<file path="src/inc/lsb_defs.svh">
// Register map, field positions and reset values of the bit ALU
`ifndef LSB_DEFS_SVH
`define LSB_DEFS_SVH

`define LSB_ADDR_CMD        32'h0000_0000
`define LSB_ADDR_DST        32'h0000_0004
`define LSB_ADDR_SRC        32'h0000_0008
`define LSB_ADDR_IMM        32'h0000_000C
`define LSB_ADDR_FLG        32'h0000_0010
`define LSB_ADDR_STAT       32'h0000_0014

`define LSB_CMD_OP_LSB      0
`define LSB_CMD_SZ_LSB      5
`define LSB_CMD_IMMSEL_BIT  7
`define LSB_CMD_IDXREG_BIT  8
`define LSB_CMD_IDX_LSB     9

`define LSB_FLG_C           0
`define LSB_FLG_V           1
`define LSB_FLG_Z           2
`define LSB_FLG_N           3

`define LSB_STAT_ERR_BIT    0
`define LSB_STAT_CNT_LSB    8

`define LSB_RST_DATA        32'h0000_0000
`define LSB_RST_FLG         4'h0
`define LSB_RST_CNT         8'h00

`define LSB_RESP_OKAY       2'h0
`define LSB_RESP_SLVERR     2'h2

`endif

</file>
<file path="src/inc/lsb_pkg.sv">
// Operation and operand size codes of the bit ALU
package lsb_pkg;

  typedef enum logic [4:0] {
    OP_AND                    = 5'b00000,
    OP_OR                     = 5'b00001,
    OP_XOR                    = 5'b00010,
    OP_NOT                    = 5'b00011,
    OP_ARITH_SHIFT_LEFT       = 5'b00100,
    OP_ARITH_SHIFT_RIGHT      = 5'b00101,
    OP_LOGIC_SHIFT_LEFT       = 5'b00110,
    OP_LOGIC_SHIFT_RIGHT      = 5'b00111,
    OP_ROTATE_LEFT            = 5'b01000,
    OP_ROTATE_RIGHT           = 5'b01001,
    OP_ROTATE_LEFT_VIA_CARRY  = 5'b01010,
    OP_ROTATE_RIGHT_VIA_CARRY = 5'b01011,
    OP_BIT_FORCE_ONE          = 5'b01100,
    OP_BIT_FORCE_ZERO         = 5'b01101,
    OP_BIT_TOGGLE             = 5'b01110,
    OP_BIT_PROBE              = 5'b01111,
    OP_CARRY_AND_BIT          = 5'b10000,
    OP_CARRY_AND_INV_BIT      = 5'b10001,
    OP_CARRY_OR_BIT           = 5'b10010,
    OP_CARRY_OR_INV_BIT       = 5'b10011,
    OP_CARRY_XOR_BIT          = 5'b10100,
    OP_CARRY_XOR_INV_BIT      = 5'b10101,
    OP_BIT_TO_CARRY           = 5'b10110,
    OP_INV_BIT_TO_CARRY       = 5'b10111,
    OP_CARRY_TO_BIT           = 5'b11000,
    OP_INV_CARRY_TO_BIT       = 5'b11001
  } lsb_op_e;

  typedef enum logic [1:0] {
    SZ_BYTE = 2'b00,
    SZ_WORD = 2'b01,
    SZ_LONG = 2'b10
  } lsb_size_e;

endpackage

</file>
<file path="src/core/lsb_alu_top.sv">
// Logic, shift and byte bit manipulation datapath behind an AXI4-Lite slave
//
// Overview of operation
// RQ1: AND of destination with source or immediate, written back, byte/word/long.
// RQ2: OR of destination with source or immediate, written back, byte/word/long.
// RQ3: XOR of destination with source or immediate, written back, byte/word/long.
// RQ4: Complement replaces the destination with its one's complement, byte/word/long.
// RQ5: Arithmetic shifts by one in place; right shift keeps the sign bit.
// RQ6: Logical shifts by one in place; vacated bit filled with zero.
// RQ7: Plain rotates wrap the outgoing bit into the opposite end.
// RQ8: Rotates via carry insert the carry flag as an extra rotation bit.
// RQ9: Force one selected byte bit to 1; index from immediate or register.
// RQ10: Force one selected byte bit to 0; index from immediate or register.
// RQ11: Toggle one selected byte bit; index from immediate or register.
// RQ12: Probe writes the inverse of the selected bit to zero flag only.
// RQ13: Carry becomes carry AND the selected bit.
// RQ14: Carry becomes carry AND inverted bit; immediate index only.
// RQ15: Carry becomes carry OR the selected bit.
// RQ16: Carry becomes carry OR inverted bit; immediate index only.
// RQ17: Carry becomes carry XOR the selected bit.
// RQ18: Carry becomes carry XOR inverted bit; immediate index only.
// RQ19: Selected bit, or its inverse with immediate index, loads carry.
// RQ20: Carry is written into the selected bit, others unchanged.
// RQ21: Inverted carry is written into the selected bit; immediate index only.
// RQ22: Bit operations act on byte operands, positions 0 to 7.
// RQ23: Logic/shift set N,Z from result; logic clears V; shifts load C.
// RQ24: Bit operations rewrite the whole byte with unchanged bits kept.
`timescale 1ns/1ps
`default_nettype none
`include "lsb_defs.svh"

module lsb_alu_top #(
  parameter int ADDR_W = 8
) (
  input  wire logic              CLK_I,
  input  wire logic              RST_B_I,
  input  wire logic              CE_I,
  input  wire logic [ADDR_W-1:0] AXI_AWADDR_I,
  input  wire logic              AXI_AWVALID_I,
  output logic                   AXI_AWREADY_O,
  input  wire logic [31:0]       AXI_WDATA_I,
  input  wire logic [3:0]        AXI_WSTRB_I,
  input  wire logic              AXI_WVALID_I,
  output logic                   AXI_WREADY_O,
  output logic [1:0]             AXI_BRESP_O,
  output logic                   AXI_BVALID_O,
  input  wire logic              AXI_BREADY_I,
  input  wire logic [ADDR_W-1:0] AXI_ARADDR_I,
  input  wire logic              AXI_ARVALID_I,
  output logic                   AXI_ARREADY_O,
  output logic [31:0]            AXI_RDATA_O,
  output logic [1:0]             AXI_RRESP_O,
  output logic                   AXI_RVALID_O,
  input  wire logic              AXI_RREADY_I
);

  if (ADDR_W < 5 || ADDR_W > 32) begin : g_bad_addr_w
    $error("ADDR_W must lie between 5 and 32");
  end

  function automatic logic [31:0] size_mask(input logic [1:0] sz);
    unique case (sz)
      lsb_pkg::SZ_BYTE: size_mask = 32'h0000_00FF;
      lsb_pkg::SZ_WORD: size_mask = 32'h0000_FFFF;
      default:          size_mask = 32'hFFFF_FFFF;
    endcase
  endfunction

  function automatic logic [31:0] strb_merge(input logic [31:0] old, input logic [31:0] dat,
                                             input logic [3:0] strb);
    for (int i = 0; i < 4; i++) begin
      if (strb[i]) begin
        old[8*i +: 8] = dat[8*i +: 8];
      end
    end
    strb_merge = old;
  endfunction

  function automatic logic [31:0] word_addr(input logic [ADDR_W-1:0] a);
    word_addr = 32'({a[ADDR_W-1:2], 2'b00});
  endfunction

  // Bus state
  logic              aw_held_r;
  logic              w_held_r;
  logic [ADDR_W-1:0] awaddr_r;
  logic [31:0]       wdata_r;
  logic [3:0]        wstrb_r;
  logic              awready_r;
  logic              wready_r;
  logic              bvalid_r;
  logic [1:0]        bresp_r;
  logic              arready_r;
  logic              rvalid_r;
  logic [31:0]       rdata_r;
  logic [1:0]        rresp_r;

  // Datapath state
  logic [31:0] dst_r;
  logic [31:0] src_r;
  logic [31:0] imm_r;
  logic [3:0]  flags_r;
  logic        err_r;
  logic [7:0]  count_r;

  // Write channel
  wire logic        aw_take     = AXI_AWVALID_I & awready_r;
  wire logic        w_take      = AXI_WVALID_I & wready_r;
  wire logic        wr_go       = aw_held_r & w_held_r & ~bvalid_r;
  wire logic        aw_held_nxt = (aw_held_r | aw_take) & ~wr_go;
  wire logic        w_held_nxt  = (w_held_r | w_take) & ~wr_go;
  wire logic        bvalid_nxt  = (bvalid_r & ~AXI_BREADY_I) | wr_go;
  wire logic [31:0] waddr       = word_addr(awaddr_r);
  wire logic        wsel_cmd    = wr_go & (waddr == `LSB_ADDR_CMD);
  wire logic        wsel_dst    = wr_go & (waddr == `LSB_ADDR_DST);
  wire logic        wsel_src    = wr_go & (waddr == `LSB_ADDR_SRC);
  wire logic        wsel_imm    = wr_go & (waddr == `LSB_ADDR_IMM);
  wire logic        wsel_flg    = wr_go & (waddr == `LSB_ADDR_FLG);
  wire logic        wsel_stat   = wr_go & (waddr == `LSB_ADDR_STAT);
  wire logic        wr_mapped   = wsel_cmd | wsel_dst | wsel_src | wsel_imm | wsel_flg | wsel_stat;

  // Read channel
  wire logic        ar_take    = AXI_ARVALID_I & arready_r;
  wire logic        rvalid_nxt = (rvalid_r & ~AXI_RREADY_I) | ar_take;
  wire logic [31:0] raddr      = word_addr(AXI_ARADDR_I);
  wire logic [31:0] stat_word  = {16'h0000, count_r, 7'h00, err_r};
  wire logic        rd_mapped  = (raddr <= `LSB_ADDR_STAT);
  wire logic [31:0] rd_data    = (raddr == `LSB_ADDR_CMD) ? 32'h0000_0000 :
                                 (raddr == `LSB_ADDR_DST) ? dst_r :
                                 (raddr == `LSB_ADDR_SRC) ? src_r :
                                 (raddr == `LSB_ADDR_IMM) ? imm_r :
                                 (raddr == `LSB_ADDR_FLG) ? {28'h0000000, flags_r} :
                                 (raddr == `LSB_ADDR_STAT) ? stat_word : 32'h0000_0000;

  // Command fields
  wire logic             exec     = wsel_cmd & wstrb_r[0] & wstrb_r[1] & CE_I;
  wire lsb_pkg::lsb_op_e cmd_op   = lsb_pkg::lsb_op_e'(wdata_r[`LSB_CMD_OP_LSB +: 5]);
  wire logic [1:0]       cmd_sz   = wdata_r[`LSB_CMD_SZ_LSB +: 2];
  wire logic             use_imm  = wdata_r[`LSB_CMD_IMMSEL_BIT];
  wire logic             idx_reg  = wdata_r[`LSB_CMD_IDXREG_BIT];
  wire logic [31:0]      opnd_b   = use_imm ? imm_r : src_r;
  wire logic [31:0]      mask     = size_mask(cmd_sz);
  wire logic [31:0]      top      = mask ^ (mask >> 1);
  wire logic [31:0]      dst_m    = dst_r & mask;
  wire logic             dst_msb  = |(dst_r & top);
  wire logic             carry    = flags_r[`LSB_FLG_C];
  wire logic [7:0]       byte_in  = dst_r[7:0];
  wire logic [2:0]       bit_idx  = idx_reg ? src_r[2:0] : wdata_r[`LSB_CMD_IDX_LSB +: 3];
  wire logic             bit_val  = byte_in[bit_idx];
  wire logic [7:0]       bit_oh   = 8'h01 << bit_idx;
  wire logic             inv_op   = (cmd_op == lsb_pkg::OP_CARRY_AND_INV_BIT) |
                                    (cmd_op == lsb_pkg::OP_CARRY_OR_INV_BIT) |
                                    (cmd_op == lsb_pkg::OP_CARRY_XOR_INV_BIT) |
                                    (cmd_op == lsb_pkg::OP_INV_BIT_TO_CARRY) |
                                    (cmd_op == lsb_pkg::OP_INV_CARRY_TO_BIT);

  logic [31:0] sz_val;
  logic        sh_out;
  logic        sz_op;
  logic        sh_op;
  logic [7:0]  byte_new;
  logic        c_new;
  logic        z_new;
  logic        bad_op;

  always_comb begin
    sz_val   = dst_r;
    sh_out   = carry;
    sz_op    = 1'b1;
    sh_op    = 1'b0;
    byte_new = byte_in;
    c_new    = carry;
    z_new    = flags_r[`LSB_FLG_Z];
    bad_op   = 1'b0;
    unique case (cmd_op)
      lsb_pkg::OP_AND: sz_val = dst_r & opnd_b; // [RQ1]
      lsb_pkg::OP_OR:  sz_val = dst_r | opnd_b; // [RQ2]
      lsb_pkg::OP_XOR: sz_val = dst_r ^ opnd_b; // [RQ3]
      lsb_pkg::OP_NOT: sz_val = ~dst_r; // [RQ4]
      lsb_pkg::OP_ARITH_SHIFT_LEFT, lsb_pkg::OP_LOGIC_SHIFT_LEFT: begin
        sz_val = dst_r << 1; // [RQ5] [RQ6]
        sh_out = dst_msb;
        sh_op  = 1'b1;
      end
      lsb_pkg::OP_ARITH_SHIFT_RIGHT: begin
        sz_val = (dst_m >> 1) | (dst_msb ? top : 32'h0000_0000); // [RQ5]
        sh_out = dst_r[0];
        sh_op  = 1'b1;
      end
      lsb_pkg::OP_LOGIC_SHIFT_RIGHT: begin
        sz_val = dst_m >> 1; // [RQ6]
        sh_out = dst_r[0];
        sh_op  = 1'b1;
      end
      lsb_pkg::OP_ROTATE_LEFT: begin
        sz_val = (dst_r << 1) | {31'h00000000, dst_msb}; // [RQ7]
        sh_out = dst_msb;
        sh_op  = 1'b1;
      end
      lsb_pkg::OP_ROTATE_RIGHT: begin
        sz_val = (dst_m >> 1) | (dst_r[0] ? top : 32'h0000_0000); // [RQ7]
        sh_out = dst_r[0];
        sh_op  = 1'b1;
      end
      lsb_pkg::OP_ROTATE_LEFT_VIA_CARRY: begin
        sz_val = (dst_r << 1) | {31'h00000000, carry}; // [RQ8]
        sh_out = dst_msb;
        sh_op  = 1'b1;
      end
      lsb_pkg::OP_ROTATE_RIGHT_VIA_CARRY: begin
        sz_val = (dst_m >> 1) | (carry ? top : 32'h0000_0000); // [RQ8]
        sh_out = dst_r[0];
        sh_op  = 1'b1;
      end
      lsb_pkg::OP_BIT_FORCE_ONE: begin
        sz_op    = 1'b0;
        byte_new = byte_in | bit_oh; // [RQ9] [RQ22]
      end
      lsb_pkg::OP_BIT_FORCE_ZERO: begin
        sz_op    = 1'b0;
        byte_new = byte_in & ~bit_oh; // [RQ10]
      end
      lsb_pkg::OP_BIT_TOGGLE: begin
        sz_op    = 1'b0;
        byte_new = byte_in ^ bit_oh; // [RQ11]
      end
      lsb_pkg::OP_BIT_PROBE: begin
        sz_op = 1'b0;
        z_new = ~bit_val; // [RQ12]
      end
      lsb_pkg::OP_CARRY_AND_BIT: begin
        sz_op = 1'b0;
        c_new = carry & bit_val; // [RQ13]
      end
      lsb_pkg::OP_CARRY_AND_INV_BIT: begin
        sz_op = 1'b0;
        c_new = carry & ~bit_val; // [RQ14]
      end
      lsb_pkg::OP_CARRY_OR_BIT: begin
        sz_op = 1'b0;
        c_new = carry | bit_val; // [RQ15]
      end
      lsb_pkg::OP_CARRY_OR_INV_BIT: begin
        sz_op = 1'b0;
        c_new = carry | ~bit_val; // [RQ16]
      end
      lsb_pkg::OP_CARRY_XOR_BIT: begin
        sz_op = 1'b0;
        c_new = carry ^ bit_val; // [RQ17]
      end
      lsb_pkg::OP_CARRY_XOR_INV_BIT: begin
        sz_op = 1'b0;
        c_new = carry ^ ~bit_val; // [RQ18]
      end
      lsb_pkg::OP_BIT_TO_CARRY: begin
        sz_op = 1'b0;
        c_new = bit_val; // [RQ19]
      end
      lsb_pkg::OP_INV_BIT_TO_CARRY: begin
        sz_op = 1'b0;
        c_new = ~bit_val; // [RQ19]
      end
      lsb_pkg::OP_CARRY_TO_BIT: begin
        sz_op    = 1'b0;
        byte_new = carry ? (byte_in | bit_oh) : (byte_in & ~bit_oh); // [RQ20]
      end
      lsb_pkg::OP_INV_CARRY_TO_BIT: begin
        sz_op    = 1'b0;
        byte_new = carry ? (byte_in & ~bit_oh) : (byte_in | bit_oh); // [RQ21]
      end
      default: begin
        sz_op  = 1'b0;
        bad_op = 1'b1;
      end
    endcase
  end

  // Refused: unknown code, illegal size, inverted op with register index
  wire logic        alu_err = bad_op | (sz_op & (cmd_sz == 2'b11)) |
                              (inv_op & idx_reg); // [RQ14] [RQ16] [RQ18] [RQ19] [RQ21]
  wire logic        exec_ok = exec & ~alu_err;
  wire logic [31:0] res_sz  = sz_val & mask;
  // Bit ops write back the whole byte as read, only the chosen bit altered
  wire logic [31:0] alu_dst = sz_op ? ((dst_r & ~mask) | res_sz)
                                    : {dst_r[31:8], byte_new}; // [RQ24] [RQ22]
  wire logic [3:0]  alu_flg;
  wire logic [31:0] flg_merge = strb_merge({28'h0000000, flags_r}, wdata_r, wstrb_r);
  assign alu_flg[`LSB_FLG_N] = sz_op ? |(res_sz & top) : flags_r[`LSB_FLG_N]; // [RQ23]
  assign alu_flg[`LSB_FLG_Z] = sz_op ? (res_sz == 32'h0000_0000) : z_new; // [RQ23]
  assign alu_flg[`LSB_FLG_V] = sz_op ? 1'b0 : flags_r[`LSB_FLG_V]; // [RQ23]
  assign alu_flg[`LSB_FLG_C] = sh_op ? sh_out : c_new; // [RQ23]

  always_ff @(posedge CLK_I) begin
    if (!RST_B_I) begin
      aw_held_r <= 1'b0;
      w_held_r  <= 1'b0;
      awaddr_r  <= '0;
      wdata_r   <= `LSB_RST_DATA;
      wstrb_r   <= 4'h0;
      awready_r <= 1'b0;
      wready_r  <= 1'b0;
      bvalid_r  <= 1'b0;
      bresp_r   <= `LSB_RESP_OKAY;
    end else if (CE_I) begin
      aw_held_r <= aw_held_nxt;
      w_held_r  <= w_held_nxt;
      awready_r <= ~aw_held_nxt & ~bvalid_nxt;
      wready_r  <= ~w_held_nxt & ~bvalid_nxt;
      bvalid_r  <= bvalid_nxt;
      if (aw_take) begin
        awaddr_r <= AXI_AWADDR_I;
      end
      if (w_take) begin
        wdata_r <= AXI_WDATA_I;
        wstrb_r <= AXI_WSTRB_I;
      end
      if (wr_go) begin
        bresp_r <= wr_mapped ? `LSB_RESP_OKAY : `LSB_RESP_SLVERR;
      end
    end
  end

  always_ff @(posedge CLK_I) begin
    if (!RST_B_I) begin
      arready_r <= 1'b0;
      rvalid_r  <= 1'b0;
      rdata_r   <= `LSB_RST_DATA;
      rresp_r   <= `LSB_RESP_OKAY;
    end else if (CE_I) begin
      arready_r <= ~rvalid_nxt;
      rvalid_r  <= rvalid_nxt;
      if (ar_take) begin
        rdata_r <= rd_data;
        rresp_r <= rd_mapped ? `LSB_RESP_OKAY : `LSB_RESP_SLVERR;
      end
    end
  end

  always_ff @(posedge CLK_I) begin
    if (!RST_B_I) begin
      dst_r   <= `LSB_RST_DATA;
      src_r   <= `LSB_RST_DATA;
      imm_r   <= `LSB_RST_DATA;
      flags_r <= `LSB_RST_FLG;
      err_r   <= 1'b0;
      count_r <= `LSB_RST_CNT;
    end else if (CE_I) begin
      if (exec_ok) begin
        dst_r   <= alu_dst; // [RQ1] [RQ5] [RQ9]
        flags_r <= alu_flg;
        count_r <= count_r + 8'h01;
      end else begin
        dst_r   <= wsel_dst ? strb_merge(dst_r, wdata_r, wstrb_r) : dst_r;
        flags_r <= wsel_flg ? flg_merge[3:0] : flags_r;
      end
      if (exec) begin
        err_r <= alu_err;
      end
      if (wsel_src) begin
        src_r <= strb_merge(src_r, wdata_r, wstrb_r);
      end
      if (wsel_imm) begin
        imm_r <= strb_merge(imm_r, wdata_r, wstrb_r);
      end
    end
  end

  assign AXI_AWREADY_O = awready_r;
  assign AXI_WREADY_O  = wready_r;
  assign AXI_BVALID_O  = bvalid_r;
  assign AXI_BRESP_O   = bresp_r;
  assign AXI_ARREADY_O = arready_r;
  assign AXI_RVALID_O  = rvalid_r;
  assign AXI_RDATA_O   = rdata_r;
  assign AXI_RRESP_O   = rresp_r;

  // Previous-cycle copies for the checks below
  logic [31:0] dst_q;
  logic [31:0] src_q;
  logic [31:0] imm_q;
  logic [3:0]  flg_q;
  logic [2:0]  idx_q;
  always_ff @(posedge CLK_I) begin
    dst_q <= dst_r;
    src_q <= src_r;
    imm_q <= imm_r;
    flg_q <= flags_r;
    idx_q <= bit_idx;
  end
endmodule // lsb_alu_top

`default_nettype wire

</file>
<file path="config.mk">
export PLATFORM = sky130hd
export DESIGN_NAME = lsb_alu_top
export DESIGN_NICKNAME = d
export VERILOG_FILES = /design/src/inc/lsb_pkg.sv /design/src/core/lsb_alu_top.sv
export VERILOG_INCLUDE_DIRS = /design/src /design/src/inc
export SDC_FILE = /design/constraint.sdc
export NUM_CORES = 1
export LEC_CHECK = 0
export BUFFER_PORTS_ARGS = -buffer_cell sky130_fd_sc_hd__buf_2
export CORE_UTILIZATION = 60
export CTS_CLUSTER_DIAMETER = 120
export DETAILED_ROUTE_END_ITERATION = 6
export GPL_ROUTABILITY_DRIVEN = 0
export PLACE_DENSITY_LB_ADDON = 0.15
export SLEW_MARGIN = 5
export SYNTH_ARGS = -nofsm -noshare
export SYNTH_HDL_FRONTEND = slang
export SYNTH_SLANG_ARGS = --single-unit
</file>
<file path="constraint.sdc">
create_clock -name CLK_I -period 10.85 [get_ports CLK_I]
set_clock_uncertainty 0.15 [all_clocks]
set_input_delay 0 -clock CLK_I [delete_from_list [all_inputs] [get_ports CLK_I]]
set_output_delay 0 -clock CLK_I [all_outputs]
set_load 0.01 [all_outputs]
</file>
== Yosys cells after proc, flatten, opt, wreduce, memory -nomap -nowiden ==
Index checks and enable logic that the tools add are counted.

* Add/subtract/negate cells: 1
* Shift-type cells: 1
* Order comparisons: 2
* Bitwise gates (word level): 75
* Reduce and logical (&&, ||, !) cells: 40
* Mux-type cells: 40
* Equal/unequal tests: 42

{| class="wikitable"
|+ Operators with widths
! operator !! number
|-
| 32-bit 2-to-1 mux || 11
|-
| 32-bit case mux with 11 select lines || 1
|-
| 32-bit bitwise AND || 6
|-
| 32-bit logical NOT || 3
|-
| 31-bit by 32-bit OR with 32-bit output || 3
|-
| 32-bit NOT || 2
|-
| 32-bit by 1-bit OR with 32-bit output || 2
|-
| 32-bit OR || 2
|-
| 32-bit case mux with 2 select lines || 1
|-
| 32-bit OR reduction || 2
|-
| 5-bit == test, second input constant || 10
|-
| 8-bit 2-to-1 mux || 6
|-
| 5-bit by 4-bit == test with 1-bit output, second input constant || 8
|-
| 8-bit case mux with 5 select lines || 1
|-
| 16-bit 2-to-1 mux || 2
|-
| 32-bit by 31-bit XOR with 32-bit output || 1
|-
| 32-bit XOR || 1
|-
| 26-bit OR reduction || 1
|-
| 1-bit bitwise AND || 25
|-
| 6-bit by 2-bit == test with 1-bit output, second input constant || 4
|-
| 6-bit by 3-bit == test with 1-bit output, second input constant || 4
|-
| 3-bit AND reduction || 8
|-
| 4-bit AND reduction || 6
|-
| 5-bit by 3-bit == test with 1-bit output, second input constant || 4
|-
| 37 further kinds || 87
|}

* Output and inout port bits: 41
* Logic and storage cells: 231
* Bits in registers: 196
* Input bits: 60

== Depth between registers and ports, before layout ==
* Depth in word-level cells: 13
* Gate-level depth with buffers: 14
* Mapped depth without buffers: 11

== Worst setup path after synthesis ==
Ideal clock, no wire load.

* Path type: reg-to-reg
* From: register wdata_r[7]
* To: register flags_r[2]
* Arrival: 3.550 ns
* Clock period less this slack: 3.759 ns
* Setup time: 0.059 ns
* Cell stages (with the launch flop): 13
* Data required time: 10.641 ns
* Slack: 7.091 ns
* Buffers on the path: 2
* Cells stage by stage: dfxtp_1 > clkbuf_1 > buf_1 > mux2i_1 > ha_1 > mux2i_1 > nor2_1 > a221o_1 > a211o_1 > or4_1 > or4_1 > a2111oi_2 > a31o_1

* Word-level cells in the longest chain between the ends: 7
* Elaborated cells between the ends (all ways): 9
* Classes of those cells: mux (4); bitwise (4); reduce/logical (1)

{| class="wikitable"
|+ RTL lines
! item !! line !! source
|-
| start: declaration || lsb_alu_top.sv:87 || <nowiki>logic [31:0] wdata_r;</nowiki>
|-
| start signal: assignment || lsb_alu_top.sv:298 || <nowiki>wdata_r <= `LSB_RST_DATA;</nowiki>
|-
| 32-bit 2-to-1 mux * || lsb_alu_top.sv:141 || <nowiki>wire logic [31:0] opnd_b = use_imm ? imm_r : src_r;</nowiki>
|-
| 32-bit XOR, or another cell as far along || lsb_alu_top.sv:178 || <nowiki>lsb_pkg::OP_XOR: sz_val = dst_r ^ opnd_b;</nowiki>
|-
| 32-bit case mux with 11 select lines * || lsb_alu_top.sv:175 || <nowiki>unique case (cmd_op)</nowiki>
|-
| 32-bit bitwise AND * || lsb_alu_top.sv:282 || <nowiki>wire logic [31:0] res_sz = sz_val & mask;</nowiki>
|-
| 32-bit logical NOT * || lsb_alu_top.sv:289 || <nowiki>assign alu_flg[`LSB_FLG_Z] = sz_op ? (res_sz == 32'h0000_0000) : z_new;</nowiki>
|-
| 1-bit 2-to-1 mux * || lsb_alu_top.sv:289 ||
|-
| 4-bit 2-to-1 mux * || lsb_alu_top.sv:348 || <nowiki>if (exec_ok) begin</nowiki>
|-
| end signal: assignment || lsb_alu_top.sv:344 || <nowiki>flags_r <= `LSB_RST_FLG;</nowiki>
|-
| end signal: assignment || lsb_alu_top.sv:350 || <nowiki>flags_r <= alu_flg;</nowiki>
|-
| end signal: assignment || lsb_alu_top.sv:354 || <nowiki>flags_r <= wsel_flg ? flg_merge[3:0] : flags_r;</nowiki>
|-
| end: declaration || lsb_alu_top.sv:102 || <nowiki>logic [3:0] flags_r;</nowiki>
|}

Mark *: on every way between the ends. The rest lies on a longest branch, timed or not.
A chain may end at the register's enable or synchronous reset.

== Final worst setup path ==
Same ends and word-level chain as after synthesis.

==> results by stage <==
Status:
- The flow ran to the end, but the final reports show violations.
- The checks that failed: design-rule violations.

Place:
- Prior to clock tree synthesis, the placed netlist has a worst setup slack of 6910 ps.
- The post-DP HPWL is 26.2 mm.
- In this run the tool buffered the top-level ports with 94 buffer cells.
- The number of cells after detailed placement is 1908.

Timing:
- The maximum operating frequency is 246 MHz.
- Setup repair after global routing left no endpoint under its margin.
- For the pin with the worst max-slew slack, the measured transition is 1200 ps.
- The count of endpoints failing hold in the final timing report is 0.
- After layout, the minimum clock period comes to 4070 ps.
- The setup TNS is 0 ps.
- Setup slack on the critical path of the routed design comes to 6780 ps.
- The final-report setup violation count is 0.
- The worst slew margin relative to its limit is 0.202.
- The final-report max-slew violation count is 0.
- Dividing the final minimum period by the clock period gives 0.375.

Cells and area:
- The footprint of the flip-flops and latches is 3850 um2.
- The count of placed standard cells in the final layout, fillers left out is 1996.
- In the final layout, the share of cells above drive strength 1 is 0.107.
- The net count of the finished layout is 1854.
- In the final layout, the multi-input gates occupy 7990 um2.
- The number of fillers in the final layout is 1730.
- The area added between synthesis and finish is 13.0%.

Power and ir drop:
- For this design the static power due to leakage is 5.92 nW.
- The worst-case IR drop observed on VDD is 0.108 mV.
- The cell area power density is 102 nW/um2.
- Power comes to 0.00146 W.

Clocking:
- For the worst-skew pair, the clock arrives at the later sink with an insertion delay of 450 ps.
- TritonCTS built the clock tree.
- The post-CTS setup buffer count is 0.
- The sink count of the clock tree is 192.
- The clock-pin slew reported for the worst setup and hold paths after clock tree synthesis is 80 ps.
- Buffers inserted to repair hold after CTS numbered 56.
- After clock tree synthesis, the repair step resized 0 gates.
- The total CTS buffers is 17.
- The largest buffer count on any clock path is 2.
- CTS built an H-tree with a depth of 4.
- The library cell used as clock root buffer is sky130_fd_sc_hd__clkbuf_16.

Route:
- The count of routing violations after the opening detailed-route iteration is 1476.
- The count of unresolved DRC violations after routing is 7.
- The wire length after detailed routing is 40.1 mm.
- In the final routed layout, each cell accounts on average for 20.1 um.
- The detailed-route vias per instance is 6.42.
- For this run, the detailed router's first-pass iteration total came to 7.
- The number of vias after detailed routing is 12800.
- The detail route stage leaves a number of antenna-violating nets equal to 0.

Worst setup path:
- The largest driver fanout on the critical path is 21.
- STA puts the critical path data required time at 11100 ps.
- Traced cell by cell, the critical path runs through buf_4, mux2i_1, ha_1, mux2_2, o211ai_1, a21oi_1, or4_1, or4_1, a2111oi_2, a31o_1.
- The master of the slowest instance on the critical path is sky130_fd_sc_hd__dfxtp_2.
- The worst setup path is launched from a flop.
- Grouping stages by cell kind, the critical path spends the most delay in simple AND/OR/NAND/NOR gates.
- For flop-to-flop paths, the worst setup slack is 6780 ps.
- The endpoint type of the worst setup path is a flop.
- On the worst path, the slowest cell contributes a delay of 820 ps.
- Counting both buffers and inverters, the worst setup path holds a total of 1.
- The critical path's most frequent cell is sky130_fd_sc_hd__or4_1.
- The logic depth of the worst path, buffers included is 10.
- The worst register-to-register path has a depth of 10.
- The worst path arrival time is 4320 ps.
- The critical setup path kind is flop to flop.

Global routing:
- For this run, global-route usage on met2 was measured as 0.603.
- The pin count of the biggest net entering global routing is 113.
- The total overflow left after global routing is 0.
- The first global-routing pass estimated 63.5 mm of wire.
- The met3 track demand over resource in global routing is 0.0677.
- The met1 track utilization from global routing is 0.464.
- The number of antenna violations at the first check in global routing is 0.
- The via count of the first global-routing pass is 12100.
- The layer flagged by global routing as most heavily used is met2.
- For this run, the total global-route usage over all layers was measured as 0.369.

Logic synthesis:
- The number of instances in the synthesized netlist is 1640.
- During synthesis, Yosys emitted a total of 0 warnings.
- The sequential-to-total area share from yosys stat is 0.304.
- In this run, synthesis inferred 0 flip-flops with an integrated enable.
- The share of flip-flops with an asynchronous set or reset is 0.
- Counting flops and latches in the post-synthesis netlist gives 192.
- For this run, the leading register cell type out of synthesis is sky130_fd_sc_hd__dfxtp_1.
- A synthesized cell averages 7.71 um2.
- In this run, distinct cell masters in the synthesized netlist total 75.
- Summing every instance area after synthesis gives 12600 um2.

Floorplan:
- The core box area is 20400 um2.
- The floorplan has 52 rows.
- The die area is 21700 um2.
- The floorplan die width is 147 um.
- The die is 147 um tall.
- Pin placement for this block handled 101 I/O pins.
- The starting density of the core is 0.619.

Min path:
- The cell depth of the worst min-delay path is 5.
- The path class of the tightest hold or removal check is input port to flop.

Flow run:
- The tool flagged a number of max-cap violations equal to 0.
-- metal layers --
layer | vias to the layer above | share of wire
li1 | 5936 | -
met1 | 5976 | 0.40
met2 | 735 | 0.46
met3 | 158 | 0.10
met4 | 0 | 0.050
met5 | - | 0
-- layout by cell type (no fill, tap or decap), drive strengths merged, types with 9 or more instances in the layout --
master,count
nand2,221
nor2,197
dfxtp,192
mux2i,151
a21oi,139
buf,120
o21ai,95
inv,92
ha,81
dlygate4sd3,56
a22oi,52
nand3,45
a211oi,21
nor3,19
clkbuf,18
a221oi,15
nand4,11
a22o,11
and2,10
a31oi,10
o221ai,9
o22ai,9
-- power by group --
group | switching (W) | total [W] | internal, W
clock network | 0.000319 | 0.000622 | 0.000303
registers | 0.00000892 | 0.000718 | 0.000709
logic | 0.0000713 | 0.000117 | 0.0000456
total | 0.000399 | 0.00146 | 0.00106
-- Yosys cell counts (all sizes together) (10+ instances only) --
cell type / instances / area [um2]
a211oi: 21 / 158
a21oi: 139 / 696
a221oi: 15 / 131
a22o: 11 / 96.3
a22oi: 52 / 390
a31oi: 10 / 62.6
and2: 10 / 62.6
buf: 29 / 158
clkbuf: 94 / 354
dfxtp: 192 / 3840
ha: 81 / 1010
inv: 86 / 323
mux2i: 151 / 1510
nand2: 221 / 830
nand3: 45 / 225
nand4: 11 / 68.8
nor2: 197 / 739
nor3: 19 / 111
o21ai: 95 / 475
-- worst paths after layout --
kind                                  endpoint             from
worst max register to register      flags_r[2]       wdata_r[7]
worst min register to register      wdata_r[1]       wdata_r[1]
worst max-delay path                flags_r[2]       wdata_r[7]
worst min-delay path            AXI_RDATA_O[0]  AXI_ARADDR_I[3]
-- cell families (layout without fill, tap and decap cells) --
group / Yosys count / count (layout) / synth area share
and+or+nand+nor: 562 / 562 / 0.195
xor gates and xnor gates: 10 / 10 / 0.00841
buffers and inverters: 209 / 293 / 0.0660
other: 1 / 3 / 0.000297
adders and majority gates: 81 / 81 / 0.0802
AOI/OAI and AO/OA: 423 / 423 / 0.213
DFF: 192 / 192 / 0.304
muxes: 162 / 162 / 0.133
-- worst min-delay path: stages --
cell and delay, ps:
sky130_fd_sc_hd__buf_2 170, sky130_fd_sc_hd__or4_1 130, sky130_fd_sc_hd__o21ai_0 70, sky130_fd_sc_hd__a32oi_1 190, sky130_fd_sc_hd__nor2_1 50
-- through the flow --
step | hold WS (ps) | cell area (um2) | util
final | 59.6 | 14300 | 0.699
after global routing | 129 | 14300 | 0.699
after floorplan | -14.0 | 12600 | -
after detailed placement | 89.6 | 13200 | 0.645
after global placement | 87.6 | 13200 | 0.645
after CTS | 59.7 | 14300 | 0.699
-- registers in the layout, summed over array words and instances (netlist names) --
signal         cells
AXI_BVALID_O       1
AXI_WREADY_O       1
flags_r            4
AXI_ARREADY_O      1
AXI_AWREADY_O      1
wdata_r           32
AXI_RRESP_O        1
count_r            8
imm_r             32
AXI_RDATA_O       32
AXI_BRESP_O        1
wstrb_r            4
AXI_RVALID_O       1
err_r              1
src_r             32
dst_r             32
aw_held_r          1
awaddr_r           6
w_held_r           1
-- cell type report --
class / count / area share
repair buffers: 176 / 0.0858
well taps: 270 / 0.0236
flip-flops and latches: 192 / 0.269
clock buffers: 18 / 0.0300
inverters: 86 / 0.0228
diodes: 1 / 0.000175
clock inverters: 13 / 0.00893
multi-input cells: 1240 / 0.559
(Power assumes the default switching activity.)
